$ cat src/common/modem_status_consts.svh
// register offsets, field positions and timing counts of the modem status and control block
`ifndef MODEM_STATUS_CONSTS_SVH
`define MODEM_STATUS_CONSTS_SVH
`define OFS_EVENT_STATUS 8'hC6
`define OFS_MODEM_CONFIG 8'hC7
`define OFS_BLOCK_LOAD 8'hC8
`define OFS_IRQ_MASK 8'hCE
`define BIT_IRQ 15
`define BIT_DTMF 12
`define BIT_AUX2 9
`define BIT_AUX1 8
`define BIT_DATA_END 7
`define BIT_DATA_RDY 6
`define BIT_CRC 5
`define BIT_RATE_2K4 4
`define BIT_RATE_1K2 3
`define BIT_PORT_FREE 0
`define CLEAR_ON_READ 16'hFFFC
`define STATUS_EVENTS 16'h13F8
`define CFG_WRITABLE 16'hE7E7
`define BIT_PAT_C 15
`define BIT_PAT_D 14
`define BIT_PAT_T 13
`define BIT_RAW 10
`define BIT_LAST 9
`define BIT_INTERLEAVE 8
`define FMT_HI 7
`define FMT_LO 5
`define BIT_USER 2
`define SEED_HI 1
`define SEED_LO 0
`define FMT_RAW 3'h0
`define FMT_HEAD_ONLY 3'h1
`define FMT_UNSIZED_RAW 3'h2
`define FMT_UNSIZED_FEC 3'h3
`define FMT_SIZED_CRC 3'h4
`define FMT_SIZED_ILV 3'h5
`define SEED_STANDARD 16'hFFFF
`define SEED_NONE 16'h0000
`define PROG_BUSY_NS 64
`define CLK_NS 8
`define PROG_BUSY_CYCLES ((`PROG_BUSY_NS + `CLK_NS - 1) / `CLK_NS)
`endif

$ cat src/common/modem_status_pkg.sv
// types shared by both ends of the modem status and control link
package modem_status_pkg;
    typedef enum logic [1:0] {OP_IDLE, OP_RX, OP_TX} op_mode_type;
    typedef enum logic [2:0] {FMT0, FMT1, FMT2, FMT3, FMT4, FMT5, FMT6, FMT7} format_type;
    // events reported by the modem core, one-cycle pulses
    typedef struct packed {
        logic dtmf;
        logic aux2;
        logic aux1;
        logic frameSync;
        logic headOk;
        logic rateIs2400;
        logic rxData;
        logic rxLast;
        logic crcBad;
        logic txNeed;
        logic txLastBit;
    } modem_events_type;
endpackage

$ cat src/common/modem_status_if.sv
// register port between the host-side controller and the modem status block
`timescale 1ns/1ns
interface modem_status_if;
    logic req;
    logic write;
    logic [7:0] addr;
    logic [15:0] wdata;
    logic ack;
    logic [15:0] rdata;
    logic interruptOut_n;
    modport device (input req, input write, input addr, input wdata,
        output ack, output rdata, output interruptOut_n);
    modport host (output req, output write, output addr, output wdata,
        input ack, input rdata, input interruptOut_n);
endinterface

$ cat src/hdl/modem_status_and_control.sv
// device end: event status, interrupt mask, modem configuration and program port
//
// Overview of operation
// summary flag set on any enabled status change; a change of port free (bit 0) never sets it
// interrupt pin low when summary and global mask
// DTMF flag on valid tone detection
// one threshold flag per auxiliary converter
// rx data end with ready and CRC update
// tx data end after last bit, marker gated
// data ready on tx need or rx data
// CRC flag on bad sized block CRC
// rate flag on sync or good head
// program port free; cleared by host write
// status read clears bits two to fifteen
// host ignores status during reset hold
// three sync pattern detect enables
// raw receive: sync, then 16-bit words
// packetised receive waits for complete head
// raw transmit 16 bits; host formats
// packetised transmit builds head from control byte
// host sets final marker for formats 0,2,3
// interleave heads when bit set
// three-bit format field decode
// user bit carried in frame head
// scrambler seed selection and descramble
// interrupt released when no enabled flag remains
`timescale 1ns/1ns
`include "modem_status_consts.svh"
module modem_status_and_control #(
    parameter int PROG_BUSY = `PROG_BUSY_CYCLES
) (
    // clock and reset
    input wire logic clk,
    input wire logic rst,
    // register port
    modem_status_if.device regPort,
    // modem core side
    input wire modem_status_pkg::op_mode_type opMode,
    input wire modem_status_pkg::modem_events_type events,
    input wire logic [15:0] patternSeed1,
    input wire logic [15:0] patternSeed2,
    output logic [2:0] syncEnable,
    output logic rawMode,
    output logic interleaveHeads,
    output logic [2:0] msgFormat,
    output logic formatReserved,
    output logic [7:0] headControl,
    output logic [15:0] scrambleSeed,
    output logic [15:0] blockLoadWord,
    output logic blockLoadStrobe
);
    import modem_status_pkg::*;

    typedef struct packed {
        logic [15:0] status;
        logic [15:0] cfg;
        logic [15:0] irqMask;
        logic [15:0] rdata;
        logic ack;
        logic irqOut_n;
        logic [15:0] progWord;
        logic progStrobe;
        logic [7:0] progBusy;
        logic [15:0] seed;
        logic fmtReserved;
    } state_type;

    state_type state_reg, state_next;
    logic [15:0] setBits;
    logic rdStatus, wrConfig, wrProg, wrMask, sizedFmt, markerFmt;
    logic [2:0] fmt;

    // decoded requests; the device answers one cycle after req, one cycle per transfer
    assign rdStatus = regPort.req && !state_reg.ack && !regPort.write && regPort.addr == `OFS_EVENT_STATUS;
    assign wrConfig = regPort.req && !state_reg.ack && regPort.write && regPort.addr == `OFS_MODEM_CONFIG;
    assign wrProg = regPort.req && !state_reg.ack && regPort.write && regPort.addr == `OFS_BLOCK_LOAD;
    assign wrMask = regPort.req && !state_reg.ack && regPort.write && regPort.addr == `OFS_IRQ_MASK;
    assign fmt = state_reg.cfg[`FMT_HI:`FMT_LO];
    assign sizedFmt = fmt == `FMT_SIZED_CRC || fmt == `FMT_SIZED_ILV;
    assign markerFmt = fmt == `FMT_RAW || fmt == `FMT_UNSIZED_RAW || fmt == `FMT_UNSIZED_FEC;

    // event collection from the modem core
    always_comb begin
        setBits = 16'h0000;
        setBits[`BIT_DTMF] = events.dtmf;
        setBits[`BIT_AUX2] = events.aux2;
        setBits[`BIT_AUX1] = events.aux1;
        if (opMode == OP_RX) begin
            // head-only and sized frames end on their last part
            if (events.rxLast && (fmt == `FMT_HEAD_ONLY || sizedFmt)) begin
                setBits[`BIT_DATA_END] = 1'b1;
                setBits[`BIT_DATA_RDY] = 1'b1;
            end
            setBits[`BIT_DATA_RDY] = setBits[`BIT_DATA_RDY] | events.rxData;
            setBits[`BIT_CRC] = events.crcBad && sizedFmt && events.rxLast;
            // raw mode reports on frame sync, packetised only on a good head
            if ((fmt == `FMT_RAW && events.frameSync) || (fmt != `FMT_RAW && events.headOk)) begin
                setBits[`BIT_RATE_2K4] = events.rateIs2400;
                setBits[`BIT_RATE_1K2] = !events.rateIs2400;
            end
        end else if (opMode == OP_TX) begin
            setBits[`BIT_DATA_RDY] = events.txNeed;
            // unsized formats end only once the host has set the final-word marker
            setBits[`BIT_DATA_END] = events.txLastBit && (!markerFmt || state_reg.cfg[`BIT_LAST]);
        end
    end

    // next state: sets win over read clears
    always_comb begin
        state_next = state_reg;
        state_next.ack = regPort.req && !state_reg.ack;
        state_next.progStrobe = 1'b0;
        if (rdStatus) begin
            state_next.rdata = state_reg.status;
            state_next.status = state_reg.status & ~`CLEAR_ON_READ;
        end else if (regPort.req && !state_reg.ack) begin
            state_next.rdata = 16'h0000;
        end
        state_next.status = state_next.status | (setBits & `STATUS_EVENTS);
        // summary flag follows any newly set and unmasked flag
        if (|(setBits & state_reg.irqMask & `STATUS_EVENTS)) begin
            state_next.status[`BIT_IRQ] = 1'b1;
        end
        if (wrConfig) begin
            state_next.cfg = regPort.wdata & `CFG_WRITABLE;
        end
        if (wrMask) begin
            state_next.irqMask = regPort.wdata;
        end
        // program port: busy for a fixed time after each load word
        if (wrProg) begin
            state_next.progWord = regPort.wdata;
            state_next.progStrobe = 1'b1;
            state_next.progBusy = 8'(PROG_BUSY);
            state_next.status[`BIT_PORT_FREE] = 1'b0;
        end else if (state_reg.progBusy != 8'h00) begin
            state_next.progBusy = state_reg.progBusy - 8'h01;
        end else begin
            state_next.status[`BIT_PORT_FREE] = 1'b1;
        end
        // registered so the output comes straight from a flip-flop
        state_next.fmtReserved = state_next.cfg[`FMT_HI] && state_next.cfg[`FMT_LO + 1];
        case (state_next.cfg[`SEED_HI:`SEED_LO])
            2'b00: state_next.seed = `SEED_STANDARD;
            2'b01: state_next.seed = patternSeed1;
            2'b10: state_next.seed = patternSeed2;
            default: state_next.seed = `SEED_NONE;
        endcase
        // pin released once the read has cleared the summary flag
        state_next.irqOut_n = !(state_next.status[`BIT_IRQ] && state_next.irqMask[`BIT_IRQ]);
    end

    always_ff @(posedge clk or posedge rst) begin
        if (rst) begin
            state_reg <= '{status: 16'h0000, cfg: 16'h0000, irqMask: 16'h0000, rdata: 16'h0000,
                ack: 1'b0, irqOut_n: 1'b1, progWord: 16'h0000, progStrobe: 1'b0, progBusy: 8'h00,
                seed: `SEED_STANDARD, fmtReserved: 1'b0};
        end else begin
            state_reg <= state_next;
        end
    end

    assign regPort.ack = state_reg.ack;
    assign regPort.rdata = state_reg.rdata;
    assign regPort.interruptOut_n = state_reg.irqOut_n;
    assign syncEnable = state_reg.cfg[`BIT_PAT_C:`BIT_PAT_T];
    assign rawMode = state_reg.cfg[`BIT_RAW];
    assign interleaveHeads = state_reg.cfg[`BIT_INTERLEAVE];
    assign msgFormat = fmt;
    assign formatReserved = state_reg.fmtReserved;
    assign headControl = state_reg.cfg[7:0];
    assign scrambleSeed = state_reg.seed;
    assign blockLoadWord = state_reg.progWord;
    assign blockLoadStrobe = state_reg.progStrobe;
endmodule

$ cat src/flat_wrapper.sv
// flat-port wrapper written by rule: the top's interface ports become plain ports
module modem_status_and_control_flat import modem_status_pkg::*;
#(
    parameter int PROG_BUSY = `PROG_BUSY_CYCLES
)
  (clk, rst, opMode, events, patternSeed1, patternSeed2, syncEnable, rawMode, interleaveHeads, msgFormat, formatReserved, headControl, scrambleSeed, blockLoadWord, blockLoadStrobe, regPort_req, regPort_write, regPort_addr, regPort_wdata, regPort_ack, regPort_rdata, regPort_interruptOut_n);
  modem_status_if regPort_i ();
  input wire logic clk;
  input wire logic rst;
  input wire modem_status_pkg::op_mode_type opMode;
  input wire modem_status_pkg::modem_events_type events;
  input wire logic [15:0] patternSeed1;
  input wire logic [15:0] patternSeed2;
  output logic [2:0] syncEnable;
  output logic rawMode;
  output logic interleaveHeads;
  output logic [2:0] msgFormat;
  output logic formatReserved;
  output logic [7:0] headControl;
  output logic [15:0] scrambleSeed;
  output logic [15:0] blockLoadWord;
  output logic blockLoadStrobe;
  input wire logic [$bits(regPort_i.req)-1:0] regPort_req;
  input wire logic [$bits(regPort_i.write)-1:0] regPort_write;
  input wire logic [$bits(regPort_i.addr)-1:0] regPort_addr;
  input wire logic [$bits(regPort_i.wdata)-1:0] regPort_wdata;
  output wire logic [$bits(regPort_i.ack)-1:0] regPort_ack;
  output wire logic [$bits(regPort_i.rdata)-1:0] regPort_rdata;
  output wire logic [$bits(regPort_i.interruptOut_n)-1:0] regPort_interruptOut_n;
  assign regPort_i.req = regPort_req;
  assign regPort_i.write = regPort_write;
  assign regPort_i.addr = regPort_addr;
  assign regPort_i.wdata = regPort_wdata;
  assign regPort_ack = regPort_i.ack;
  assign regPort_rdata = regPort_i.rdata;
  assign regPort_interruptOut_n = regPort_i.interruptOut_n;
  modem_status_and_control #(.PROG_BUSY(PROG_BUSY)) u_core (.clk(clk), .rst(rst), .regPort(regPort_i), .opMode(opMode), .events(events), .patternSeed1(patternSeed1), .patternSeed2(patternSeed2), .syncEnable(syncEnable), .rawMode(rawMode), .interleaveHeads(interleaveHeads), .msgFormat(msgFormat), .formatReserved(formatReserved), .headControl(headControl), .scrambleSeed(scrambleSeed), .blockLoadWord(blockLoadWord), .blockLoadStrobe(blockLoadStrobe));
endmodule
$ cat config.mk
export PLATFORM = sky130hd
export DESIGN_NAME = modem_status_and_control_flat
export DESIGN_NICKNAME = d
export VERILOG_FILES = /design/src/common/modem_status_pkg.sv /design/src/common/modem_status_if.sv /design/src/hdl/modem_status_and_control.sv /design/src/flat_wrapper.sv
export VERILOG_INCLUDE_DIRS = /design/src /design/src/common
export SDC_FILE = /design/constraint.sdc
export NUM_CORES = 1
export LEC_CHECK = 0
export ABC_AREA = 1
export BUFFER_PORTS_ARGS = -buffer_cell sky130_fd_sc_hd__buf_2
export CORE_UTILIZATION = 50
export DETAILED_ROUTE_END_ITERATION = 16
export MAX_ROUTING_LAYER = met4
export PLACE_DENSITY_LB_ADDON = 0.15
export RECOVER_POWER = 25
export SETUP_SLACK_MARGIN = 0.02
export SYNTH_ARGS = -nofsm -noshare
export SYNTH_HDL_FRONTEND = slang
export SYNTH_SLANG_ARGS = --single-unit
$ cat constraint.sdc
create_clock -name clk -period 2.7 [get_ports clk]
set_input_delay 0.135 -clock clk [delete_from_list [all_inputs] [get_ports clk]]
set_output_delay 0.135 -clock clk [all_outputs]
set_load 0.02 [all_outputs]
==> impl_metrics.py, run 1 <==
metrics = {
    "floorplanning": {
        "fp.dieW_um": 95.1,
        "die-area_um2": 9040,
        "die_h_um": 95.1,
        "initial_core_util_pct": 52.2,
        "io_pins": 141,
        "coreArea_um2": 8300,
        "rows": 33,
    },
    "clocking": {
        "cts_buffer_depth": 2,
        "cts_resized": 0,
        "cts-root-buf": "clkbuf_8",
        "htreeDepth": 3,
        "numCtsBuffers": 9,
        "clk_latency_ns": 0.36,
        "path_clk_slew_ns": 0.08,
        "tritoncts": "done",
        "clock_sinks": 85,
    },
    "cells_and_area": {
        "multi_input_area_um2": 1420,
        "drive_above_1_share_pct": 29.7,
        "final_nets": 666,
        "final.fill_count": 765,
        "largest_reg_flops": 28,
        "area_growth_pct": 15.6,
        "n_antenna_cell": 0,
        "seq_area_um2": 2150,
    },
    "yosys": {
        "yosys-top-cells-area": "dfrtp_1 39%, nand2_1 11%, buf_4 11%, dfstp_2 10%, inv_1 4.9%",
        "synth_area_um2": 4330,
        "synth.most_common_cell": "nand2_1",
        "yosys_warnings": 0,
        "synth_common_cells": "131 x nand2_1, 68 x dfrtp_1, 63 x buf_4",
        "synthCells": 494,
        "synth_seq_area_share_pct": 49.6,
        "ys_types": 34,
        "synth_ff_type": "dfrtp_1",
        "synth_edf_count": 0,
        "async_flop_share_pct": 100,
        "syn_avg_cell_area_um2": 8.77,
        "yosysTopAreaCell": "dfrtp_1",
        "synth_top_area_share_pct": 39.3,
        "ys_seq_elements": 85,
    },
    "outcome": {
        "status": "finished with violations",
        "violations": "max-capacitance violations, max-slew violations",
    },
    "power_and_ir_drop": {
        "p_per_area_nw_per_um2": 592,
        "power_leakage_nw": 2.79,
        "ir_worst_vdd_uv": 321,
        "power_mw": 2.96,
    },
    "worst_setup_path": {
        "critPathLaunchType": "flip-flop",
        "cp_max_fo": 21,
        "max_stage_delay_ns": 0.41,
        "timing.critical_path.required_ns": 2.99,
        "cpMaxStageDelayCell": "dfrtp_1",
        "critPathArrivalTime_ns": 2.04,
        "critPathCaptureType": "flip-flop",
        "path_class": "flip-flop to flip-flop",
        "path_cells": "nor2_1 -> nand2_2 -> nor2_8 -> nand2_4 -> nand2_4 -> nand2_4 -> nor2_1 -> nor2_1",
    },
    "drt": {
        "via_per_inst": 4.67,
        "dr.pass1.iters": 4,
        "detail_route.wl_per_cell_um": 12.7,
        "vias": 3276,
        "route.detailed.drc": 0,
        "drt-initial-drc-count": 177,
        "ant_nets": 0,
        "drt-total-wl_um": 8870,
    },
    "sta": {
        "fmax_mhz": 570,
        "hold_viol": 0,
        "setup_tns_ns": 0,
        "fin_crit_sh_pct": 64.9,
        "slew_headroom_pct": -24.7,
        "slew_violations": 42,
        "period_needed_ns": 1.75,
        "skew_ns": 0.0154,
        "worstMarginPinSlew_ns": 1.86,
        "setup_viol": 0,
        "setup_slack_ns": 0.947,
        "rsz0062_at_grt": "false",
    },
    "grt": {
        "gr-total-overflow": 0,
        "met3_usage_pct": 5.34,
        "grt_start_max_net_pins": 45,
        "groute.usage.overall_pct": 21.2,
        "use_met1_pct": 27.4,
        "antenna_found_initial": 0,
        "grt_pass1_vias": 2991,
        "busiest_layer": "met2",
        "met2_usage_pct": 33.0,
        "grt_pass1_wl_um": 14000,
    },
    "job": {
        "maxCapViolations": 1,
    },
    "placement": {
        "pre_cts_slack_ns": 1.02,
        "dp_hpwl_um": 6450,
        "numPortBuffers": 132,
        "place_congestion": 0.806,
    },
    "min_path": {
        "hold_path_class": "input port to flip-flop",
    },
}
[cell families after synthesis]
family	count (synthesis)	synth area share, %
flops	85	49.6
simple gates	216	23.7
compound gates	55	7.25
other cells	1	0.0866
buf+inv	132	18.1
xor+xnor	3	0.607
fa+ha+maj	2	0.578
[stage by stage]
stage / hold slack (ns) / cells / utilization, % / area, um^2
3_3_place_gp: 0.281 / 666 / 55.6 / 4610
3_5_place_dp: 0.286 / 666 / 55.6 / 4610
5_1_grt: -0.000890 / 701 / 60.3 / 5010
6_report: 0.0157 / 701 / 60.3 / 5010
2_1_floorplan: 0.229 / 501 / - / 4360
4_1_cts: 0.000691 / 700 / 60.5 / 5020
[final cells by class]
type	instances	area share, %
Sequential cell	85	42.9
Clock inverter	6	1.87
Clock buffer	10	2.75
Multi-Input combinational cell	284	28.3
Inverter	58	4.37
Tap cell	105	2.62
Timing Repair Buffer	153	17.2
[final timing paths]
kind | to | cells after the start | slack [ns] | from
max | u_core.scrambleSeed[14]$_DFF_PP1_ | 8 | 0.95 | u_core.regPort.ack$_DFF_PP0_
min | u_core.regPort.ack$_DFF_PP0_ | 3 | 0.02 | regPort_req
max reg2reg | u_core.scrambleSeed[14]$_DFF_PP1_ | 8 | 0.95 | u_core.regPort.ack$_DFF_PP0_
min reg2reg | u_core.blockLoadWord[11]$_DFFE_PP0P_ | 2 | 0.49 | u_core.blockLoadWord[11]$_DFFE_PP0P_
max in group asynchronous | u_core.regPort.interruptOut_n$_DFF_PP1_ | 4 | 0.97 | rst
min in group asynchronous | u_core.state_reg[85]$_DFFE_PP0N_ | 3 | 0.79 | rst
[per-layer routing]
| metal | up-vias | wire (um) |
|---|---|---|
| li1 | 1669 | - |
| met5 | - | 0 |
| met3 | 8 | 455 |
| met4 | 0 | 79 |
| met2 | 94 | 4290 |
| met1 | 1505 | 4050 |
[repair_timing]
action | 4_1_cts | 5_1_grt
hold endpoints to repair | 42 | 1
hold buffers | 18 | 1
setup buffers | 0 | 0
setup endpoints to repair | 0 | 0
[critical path: cells and delay by family (launching register included)]
family | cells | cell delay [ns]
simple gates | 8 | 1.29
flops | 1 | 0.41
[layout by cell type (no fill, tap or decap), types with 2 or more instances in the layout]
cell type / netlist / final
nand2_1: 131 / 131
buf_2: 1 / 117
dfrtp_1: 68 / 68
inv_1: 57 / 56
o21ai_0: 26 / 26
nor2_1: 24 / 25
nand3b_1: 20 / 20
dlygate4sd3_1: 0 / 19
dfstp_2: 17 / 17
nand3_1: 15 / 15
clkbuf_1: 3 / 15
o21ai_1: 14 / 14
clkbuf_8: 0 / 10
conb_1: 1 / 8
o21ai_2: 7 / 7
nand4_1: 6 / 6
o21bai_1: 5 / 5
nand2_2: 4 / 4
nand3_2: 3 / 3
nand2_4: 3 / 3
a21oi_1: 3 / 3
or2_2: 2 / 2
xor2_1: 2 / 2
ha_1: 2 / 2
clkinv_4: 0 / 2
bufinv_16: 0 / 2
[report_power, final]
part	switching (mW)	leakage, nW	total [mW]	internal, mW
Clock	0.477	0.113	1.03	0.553
Combinational	0.289	1.64	0.496	0.207
Sequential	0.0590	1.04	1.44	1.38
Total	0.825	2.79	2.96	2.14
Note: power is estimated with default switching activity, not from simulation.
==> run 2: changes to the inputs <==
--- a/config.mk
+++ b/config.mk
@@ -8,7 +8,7 @@
 export LEC_CHECK = 0
 export ABC_AREA = 1
 export BUFFER_PORTS_ARGS = -buffer_cell sky130_fd_sc_hd__buf_2
-export CORE_UTILIZATION = 50
+export CORE_UTILIZATION = 46
 export DETAILED_ROUTE_END_ITERATION = 16
 export MAX_ROUTING_LAYER = met4
 export PLACE_DENSITY_LB_ADDON = 0.15
==> constraint.sdc (replaced) <==
create_clock -name clk -period 1.55 [get_ports clk]
set_input_delay 0.0775 -clock clk [delete_from_list [all_inputs] [get_ports clk]]
set_output_delay 0.0775 -clock clk [all_outputs]
set_load 0.02 [all_outputs]
==> run 2 against run 1 <==
Compared with the run above: the run now ends clean; cell area up 7.8%; clock skew hardly changed; cell count up 6.3%; hold slack improved by 0.0061 ns; first-iteration DRC count fell by 45%; critical path depth up 2; combinational power is 95% higher; fmax rose by 19%.
==> impl_metrics.py, run 2 (same netlist as run 1, synthesis figures left out) <==
metrics = {
    "power_and_ir_drop": {
        "power_leakage_nw": 3.00,
        "p_per_area_nw_per_um2": 909,
        "p_comb_share_pct": 19.8,
        "power_mw": 4.90,
        "seqPwrFrac_pct": 51.0,
        "p_clk_share_pct": 29.2,
        "p_sw_share_pct": 28.1,
        "intPower_mw": 3.53,
        "switchingPower_mw": 1.38,
        "ir_worst_vdd_uv": 402,
    },
    "outcome": {
        "status": "finished clean",
    },
    "worst_setup_path": {
        "path_class": "flip-flop to flip-flop",
        "timing.critical_path.required_ns": 1.82,
        "cp_max_fo": 9,
        "critPathCaptureType": "flip-flop",
        "path_cells": "nor2_4 -> nand2_4 -> nor2_8 -> buf_12 -> nand2_8 -> nand2_8 -> buf_12 -> nand3b_1 -> nand2_1 -> nand2_1",
        "max_stage_delay_ns": 0.42,
        "critPathLaunchType": "flip-flop",
        "critPathArrivalTime_ns": 1.74,
        "cpMaxStageDelayCell": "dfrtp_1",
    },
    "sta": {
        "setup_slack_ns": 0.0813,
        "skew_ns": 0.0152,
        "slew_headroom_pct": 30.8,
        "period_needed_ns": 1.47,
        "slew_violations": 0,
        "hold_viol": 0,
        "setup_viol": 0,
        "fin_crit_sh_pct": 94.8,
        "rsz0062_at_grt": "false",
        "fmax_mhz": 681,
        "worstMarginPinSlew_ns": 1.04,
    },
    "clocking": {
        "tritoncts": "done",
        "htreeDepth": 3,
        "numCtsBuffers": 9,
        "clock_sinks": 85,
        "clk_latency_ns": 0.35,
        "cts-root-buf": "clkbuf_8",
        "path_clk_slew_ns": 0.09,
        "cts_buffer_depth": 2,
    },
    "floorplanning": {
        "fp.dieW_um": 99.0,
        "coreArea_um2": 9200,
        "die_h_um": 99.0,
        "die-area_um2": 9810,
        "rows": 35,
        "io_pins": 141,
        "initial_core_util_pct": 47.1,
    },
    "grt": {
        "grt_pass1_vias": 3390,
        "met3_usage_pct": 3.62,
        "antenna_found_initial": 0,
        "grt_pass1_wl_um": 15100,
        "use_met1_pct": 23.8,
        "gr-total-overflow": 0,
        "groute.usage.overall_pct": 20.4,
        "busiest_layer": "met2",
        "met2_usage_pct": 34.4,
        "grt_start_max_net_pins": 86,
    },
    "drt": {
        "vias": 3425,
        "drt-total-wl_um": 9400,
        "route.detailed.drc": 0,
        "detail_route.wl_per_cell_um": 12.6,
        "dr.pass1.iters": 4,
        "via_per_inst": 4.60,
        "drt-initial-drc-count": 97,
        "ant_nets": 0,
    },
    "placement": {
        "place_inst": 687,
        "dp_hpwl_um": 6520,
        "place_congestion": 0.851,
        "post_dp_cell_area_um2": 4770,
        "pre_cts_slack_ns": -0.0151,
        "numPortBuffers": 132,
    },
    "cells_and_area": {
        "n_antenna_cell": 0,
        "multi_input_area_um2": 1480,
        "final.fill_count": 825,
        "post-route-util_pct": 58.7,
        "final_nets": 704,
        "design_area_um2": 5400,
        "largest_reg_flops": 28,
        "drive_above_1_share_pct": 33.0,
        "fin_cells": 745,
        "final_cell_mix": "130 x nand2_1, 130 x buf_2, 68 x dfrtp_1",
        "seq_area_um2": 2150,
        "area_growth_pct": 24.6,
    },
    "min_path": {
        "hold_path_class": "input port to flip-flop",
    },
    "job": {
        "maxCapViolations": 0,
    },
}
[run 2: routing by layer]
layer / up-vias / share of wire [%]
li1: 1748 / -
met1: 1565 / 43
met2: 98 / 50
met3: 14 / 4.7
met4: 0 / 1.7
met5: - / 0
[run 2: power groups by stage]
stage / Combinational (mW) / Sequential [mW] / Clock, mW
6_report: 0.969 / 2.50 / 1.43
3_5_place_dp: 0.894 / 2.54 / 0
3_3_place_gp: 0.867 / 2.54 / 0
2_1_floorplan: 0.623 / 2.54 / 0
5_1_grt: 1.11 / 2.52 / 1.56
4_1_cts: 0.972 / 2.50 / 1.48
[run 2: layout make-up]
class / instances / area share, %
multi-input cells: 285 / 27.4
well taps: 111 / 2.57
clock inverters: 1 / 0.0927
flip-flops and latches: 85 / 39.8
inverters: 58 / 4.10
repair buffers: 190 / 23.0
clock buffers: 15 / 3.11
[run 2: path summary, 6_finish.rpt]
kind                                                      start                                   end  slack [ns]  cells after the start
setup / recovery                   u_core.regPort.ack$_DFF_PP0_      u_core.scrambleSeed[2]$_DFF_PP1_        0.08                     10
min in group asynchronous                                   rst   u_core.regPort.rdata[8]$_DFFE_PP0P_        0.60                      4
hold / removal                                regPort_wdata[12]  u_core.blockLoadWord[12]$_DFFE_PP0P_        0.02                      3
max in group asynchronous                                   rst      u_core.state_reg[64]$_DFFE_PP0P_        0.27                      4
setup reg to reg                   u_core.regPort.ack$_DFF_PP0_      u_core.scrambleSeed[2]$_DFF_PP1_        0.08                     10
hold reg to reg            u_core.regPort.rdata[15]$_DFFE_PP0P_  u_core.regPort.rdata[15]$_DFFE_PP0P_        0.48                      2
[run 2: through the flow]
| stage | TNS (ns) | hold slack, ns |
|---|---|---|
| floorplan | 0 | 0.172 |
| CTS | 0 | 0.000945 |
| finish | 0 | 0.0218 |
| global route | 0 | 0.0137 |
| global placement | 0 | 0.238 |
| detailed placement | -0.0151 | 0.241 |
[run 2: repair_timing]
action | in CTS | in global routing
gates cloned | 0 | 1
pin swaps | 0 | 3
hold buffers | 37 | 0
buffers inserted | 1 | 4
hold endpoints to repair | 100 | 0
endpoints found under the setup margin | 17 | 22
gates resized for setup | 5 | 6
[run 2: worst max-delay path: cells and delay by family, from the launching register on]
family                 cells  cell delay [ns]
flip-flops                 1             0.42
buffers and inverters      2             0.26
AND/OR/NAND/NOR            8             0.69
==> run 3: changes to the inputs <==
--- a/config.mk
+++ b/config.mk
@@ -12,7 +12,6 @@
 export DETAILED_ROUTE_END_ITERATION = 16
 export MAX_ROUTING_LAYER = met4
 export PLACE_DENSITY_LB_ADDON = 0.15
-export RECOVER_POWER = 25
 export SETUP_SLACK_MARGIN = 0.02
 export SYNTH_ARGS = -nofsm -noshare
 export SYNTH_HDL_FRONTEND = slang
==> run 3 against run 2 <==
Compared with the run above: total power grew 0.12%; core utilization grew 0.15 points; clock power is essentially flat; cell count is the same; critical endpoint is now u_core.scrambleSeed[6]$_DFF_PP1_; setup slack gained 0.0034 ns; hold slack is essentially flat; first-iteration DRC count grew 33%; global-route usage is the same; via count grew 0.91%; critical path type unchanged; register-to-register slack is essentially flat.
==> impl_metrics.py, run 3 (same netlist as run 1, synthesis figures left out) <==
metrics = {
    "worst_setup_path": {
        "cp_max_fo": 7,
        "rrSetupSlack_ns": 0.08,
        "critPathCaptureType": "flip-flop",
        "critPathLaunchType": "flip-flop",
        "crit_family": "simple AND/OR/NAND/NOR gates",
        "worst-path-buf-inv": 2,
        "max_stage_delay_ns": 0.42,
        "path_cells": "nor2_4 -> nand2_4 -> nor2_8 -> buf_12 -> nand2_8 -> nand2_8 -> buf_4 -> nand3b_1 -> nand2_1 -> nand2_1",
        "path_class": "flip-flop to flip-flop",
        "timing.critical_path.required_ns": 1.83,
        "cpMaxStageDelayCell": "dfrtp_1",
        "critPathArrivalTime_ns": 1.75,
    },
    "drt": {
        "drt-initial-drc-count": 129,
        "ant_nets": 0,
        "route.detailed.drc": 0,
        "detail_route.wl_per_cell_um": 12.7,
        "via_per_inst": 4.64,
        "dr.pass1.iters": 5,
        "drt-total-wl_um": 9450,
        "vias": 3456,
    },
    "outcome": {
        "status": "finished clean",
    },
    "cells_and_area": {
        "area_growth_pct": 24.9,
        "largest_reg_flops": 28,
        "final_common_cell": "buf_2",
        "design_area_um2": 5410,
        "multi_input_area_um2": 1480,
        "final_cell_mix": "131 x buf_2, 130 x nand2_1, 68 x dfrtp_1",
        "drive_above_1_share_pct": 33.1,
        "final_nets": 704,
        "final.fill_count": 823,
        "n_antenna_cell": 0,
        "seq_area_um2": 2150,
    },
    "grt": {
        "grt_start_max_net_pins": 86,
        "gr-total-overflow": 0,
        "grt_pass1_vias": 3390,
        "grt_pass1_wl_um": 15100,
        "met2_usage_pct": 34.4,
        "use_met1_pct": 23.8,
        "met3_usage_pct": 3.62,
        "antenna_found_initial": 0,
        "busiest_layer": "met2",
        "groute.usage.overall_pct": 20.4,
    },
    "sta": {
        "slew_headroom_pct": 62.1,
        "skew_ns": 0.0152,
        "slew_violations": 0,
        "holdWs_ns": 0.0213,
        "hold_viol": 0,
        "setup_viol": 0,
        "fmax_mhz": 682,
        "rsz0062_at_grt": "false",
        "fin_crit_sh_pct": 94.5,
        "period_needed_ns": 1.47,
        "setup_tns_ns": 0,
        "worstMarginPinSlew_ns": 0.568,
    },
    "clocking": {
        "htreeDepth": 3,
        "clock_sinks": 85,
        "cts_buffer_depth": 2,
        "cts-root-buf": "clkbuf_8",
        "numCtsBuffers": 9,
        "tritoncts": "done",
        "path_clk_slew_ns": 0.09,
        "clk_latency_ns": 0.36,
    },
    "power_and_ir_drop": {
        "power_mw": 4.91,
        "p_per_area_nw_per_um2": 908,
        "ir_worst_vdd_uv": 403,
        "power_leakage_nw": 3.01,
    },
    "floorplanning": {
        "initial_core_util_pct": 47.1,
        "coreArea_um2": 9200,
        "rows": 35,
        "fp.dieW_um": 99.0,
        "io_pins": 141,
        "die-area_um2": 9810,
        "die_h_um": 99.0,
    },
    "placement": {
        "post_dp_cell_area_um2": 4770,
        "numPortBuffers": 132,
        "place_congestion": 0.851,
        "dp_hpwl_um": 6520,
    },
    "min_path": {
        "hold_path_class": "input port to flip-flop",
    },
    "job": {
        "maxCapViolations": 0,
    },
}
-- run 3: changes by cell type in the layout (fill, tap and decap cells not counted) --
| cell | before | now |
|---|---|---|
| buf_2 | 130 | 131 |
| clkbuf_1 | 6 | 5 |
| buf_4 | 17 | 16 |
| buf_12 | 3 | 4 |
-- run 3: per-stage QoR --
| step | setup slack, ns | util [%] | std cells |
|---|---|---|---|
| after global routing | 0.0216 | 58.8 | 745 |
| after CTS | 0.0276 | 58.1 | 741 |
| after detailed placement | -0.0151 | 51.9 | 687 |
| final | 0.0847 | 58.8 | 745 |
| after global placement | 0.0427 | 51.9 | 687 |
| after floorplan | 0.0618 | - | 501 |
-- run 3: layout make-up --
class                           count  share of cell area, %
Sequential cell                    85                   39.7
Multi-Input combinational cell    285                   27.3
Timing Repair Buffer              190                   23.1
Inverter                           58                   4.09
Clock buffer                       15                   3.10
Tap cell                          111                   2.57
Clock inverter                      1                 0.0925
-- run 3: final timing paths --
path	startpoint	end	cells past startpoint
worst max-delay path	u_core.regPort.ack$_DFF_PP0_	u_core.scrambleSeed[6]$_DFF_PP1_	10
worst min-delay path	regPort_wdata[12]	u_core.blockLoadWord[12]$_DFFE_PP0P_	3
worst max register to register	u_core.regPort.ack$_DFF_PP0_	u_core.scrambleSeed[6]$_DFF_PP1_	10
worst min register to register	u_core.regPort.rdata[15]$_DFFE_PP0P_	u_core.regPort.rdata[15]$_DFFE_PP0P_	2
max in group asynchronous	rst	u_core.scrambleSeed[2]$_DFF_PP1_	4
min in group asynchronous	rst	u_core.regPort.rdata[8]$_DFFE_PP0P_	4
-- run 3: worst register-to-register path: stages (launching register included) --
cell and delay (ns):
dfrtp_1 0.42, nor2_4 0.12, nand2_4 0.08, nor2_8 0.10, buf_12 0.14, nand2_8 0.07, nand2_8 0.14, buf_4 0.13
nand3b_1 0.08, nand2_1 0.07, nand2_1 0.05
-- run 3: metal layers --
layer | up-vias | part of all wire (%)
met4 | 0 | 1.8
met2 | 102 | 50
met3 | 15 | 4.5
met5 | - | 0
li1 | 1749 | -
met1 | 1590 | 44
-- run 3: power breakdown --
part | leakage (nW) | switching [mW] | internal (mW) | total [mW]
clock network | 0.0868 | 0.751 | 0.683 | 1.43
registers | 1.04 | 0.0990 | 2.40 | 2.50
logic | 1.89 | 0.530 | 0.444 | 0.974
-- run 3: repair_timing --
item | CTS | global route
buffers inserted | 1 | 4
endpoints found under the hold margin | 100 | 0
pin swaps | 0 | 3
cloned | 0 | 1
setup endpoints to repair | 17 | 22
gates resized for setup | 5 | 6
hold buffers | 37 | 0
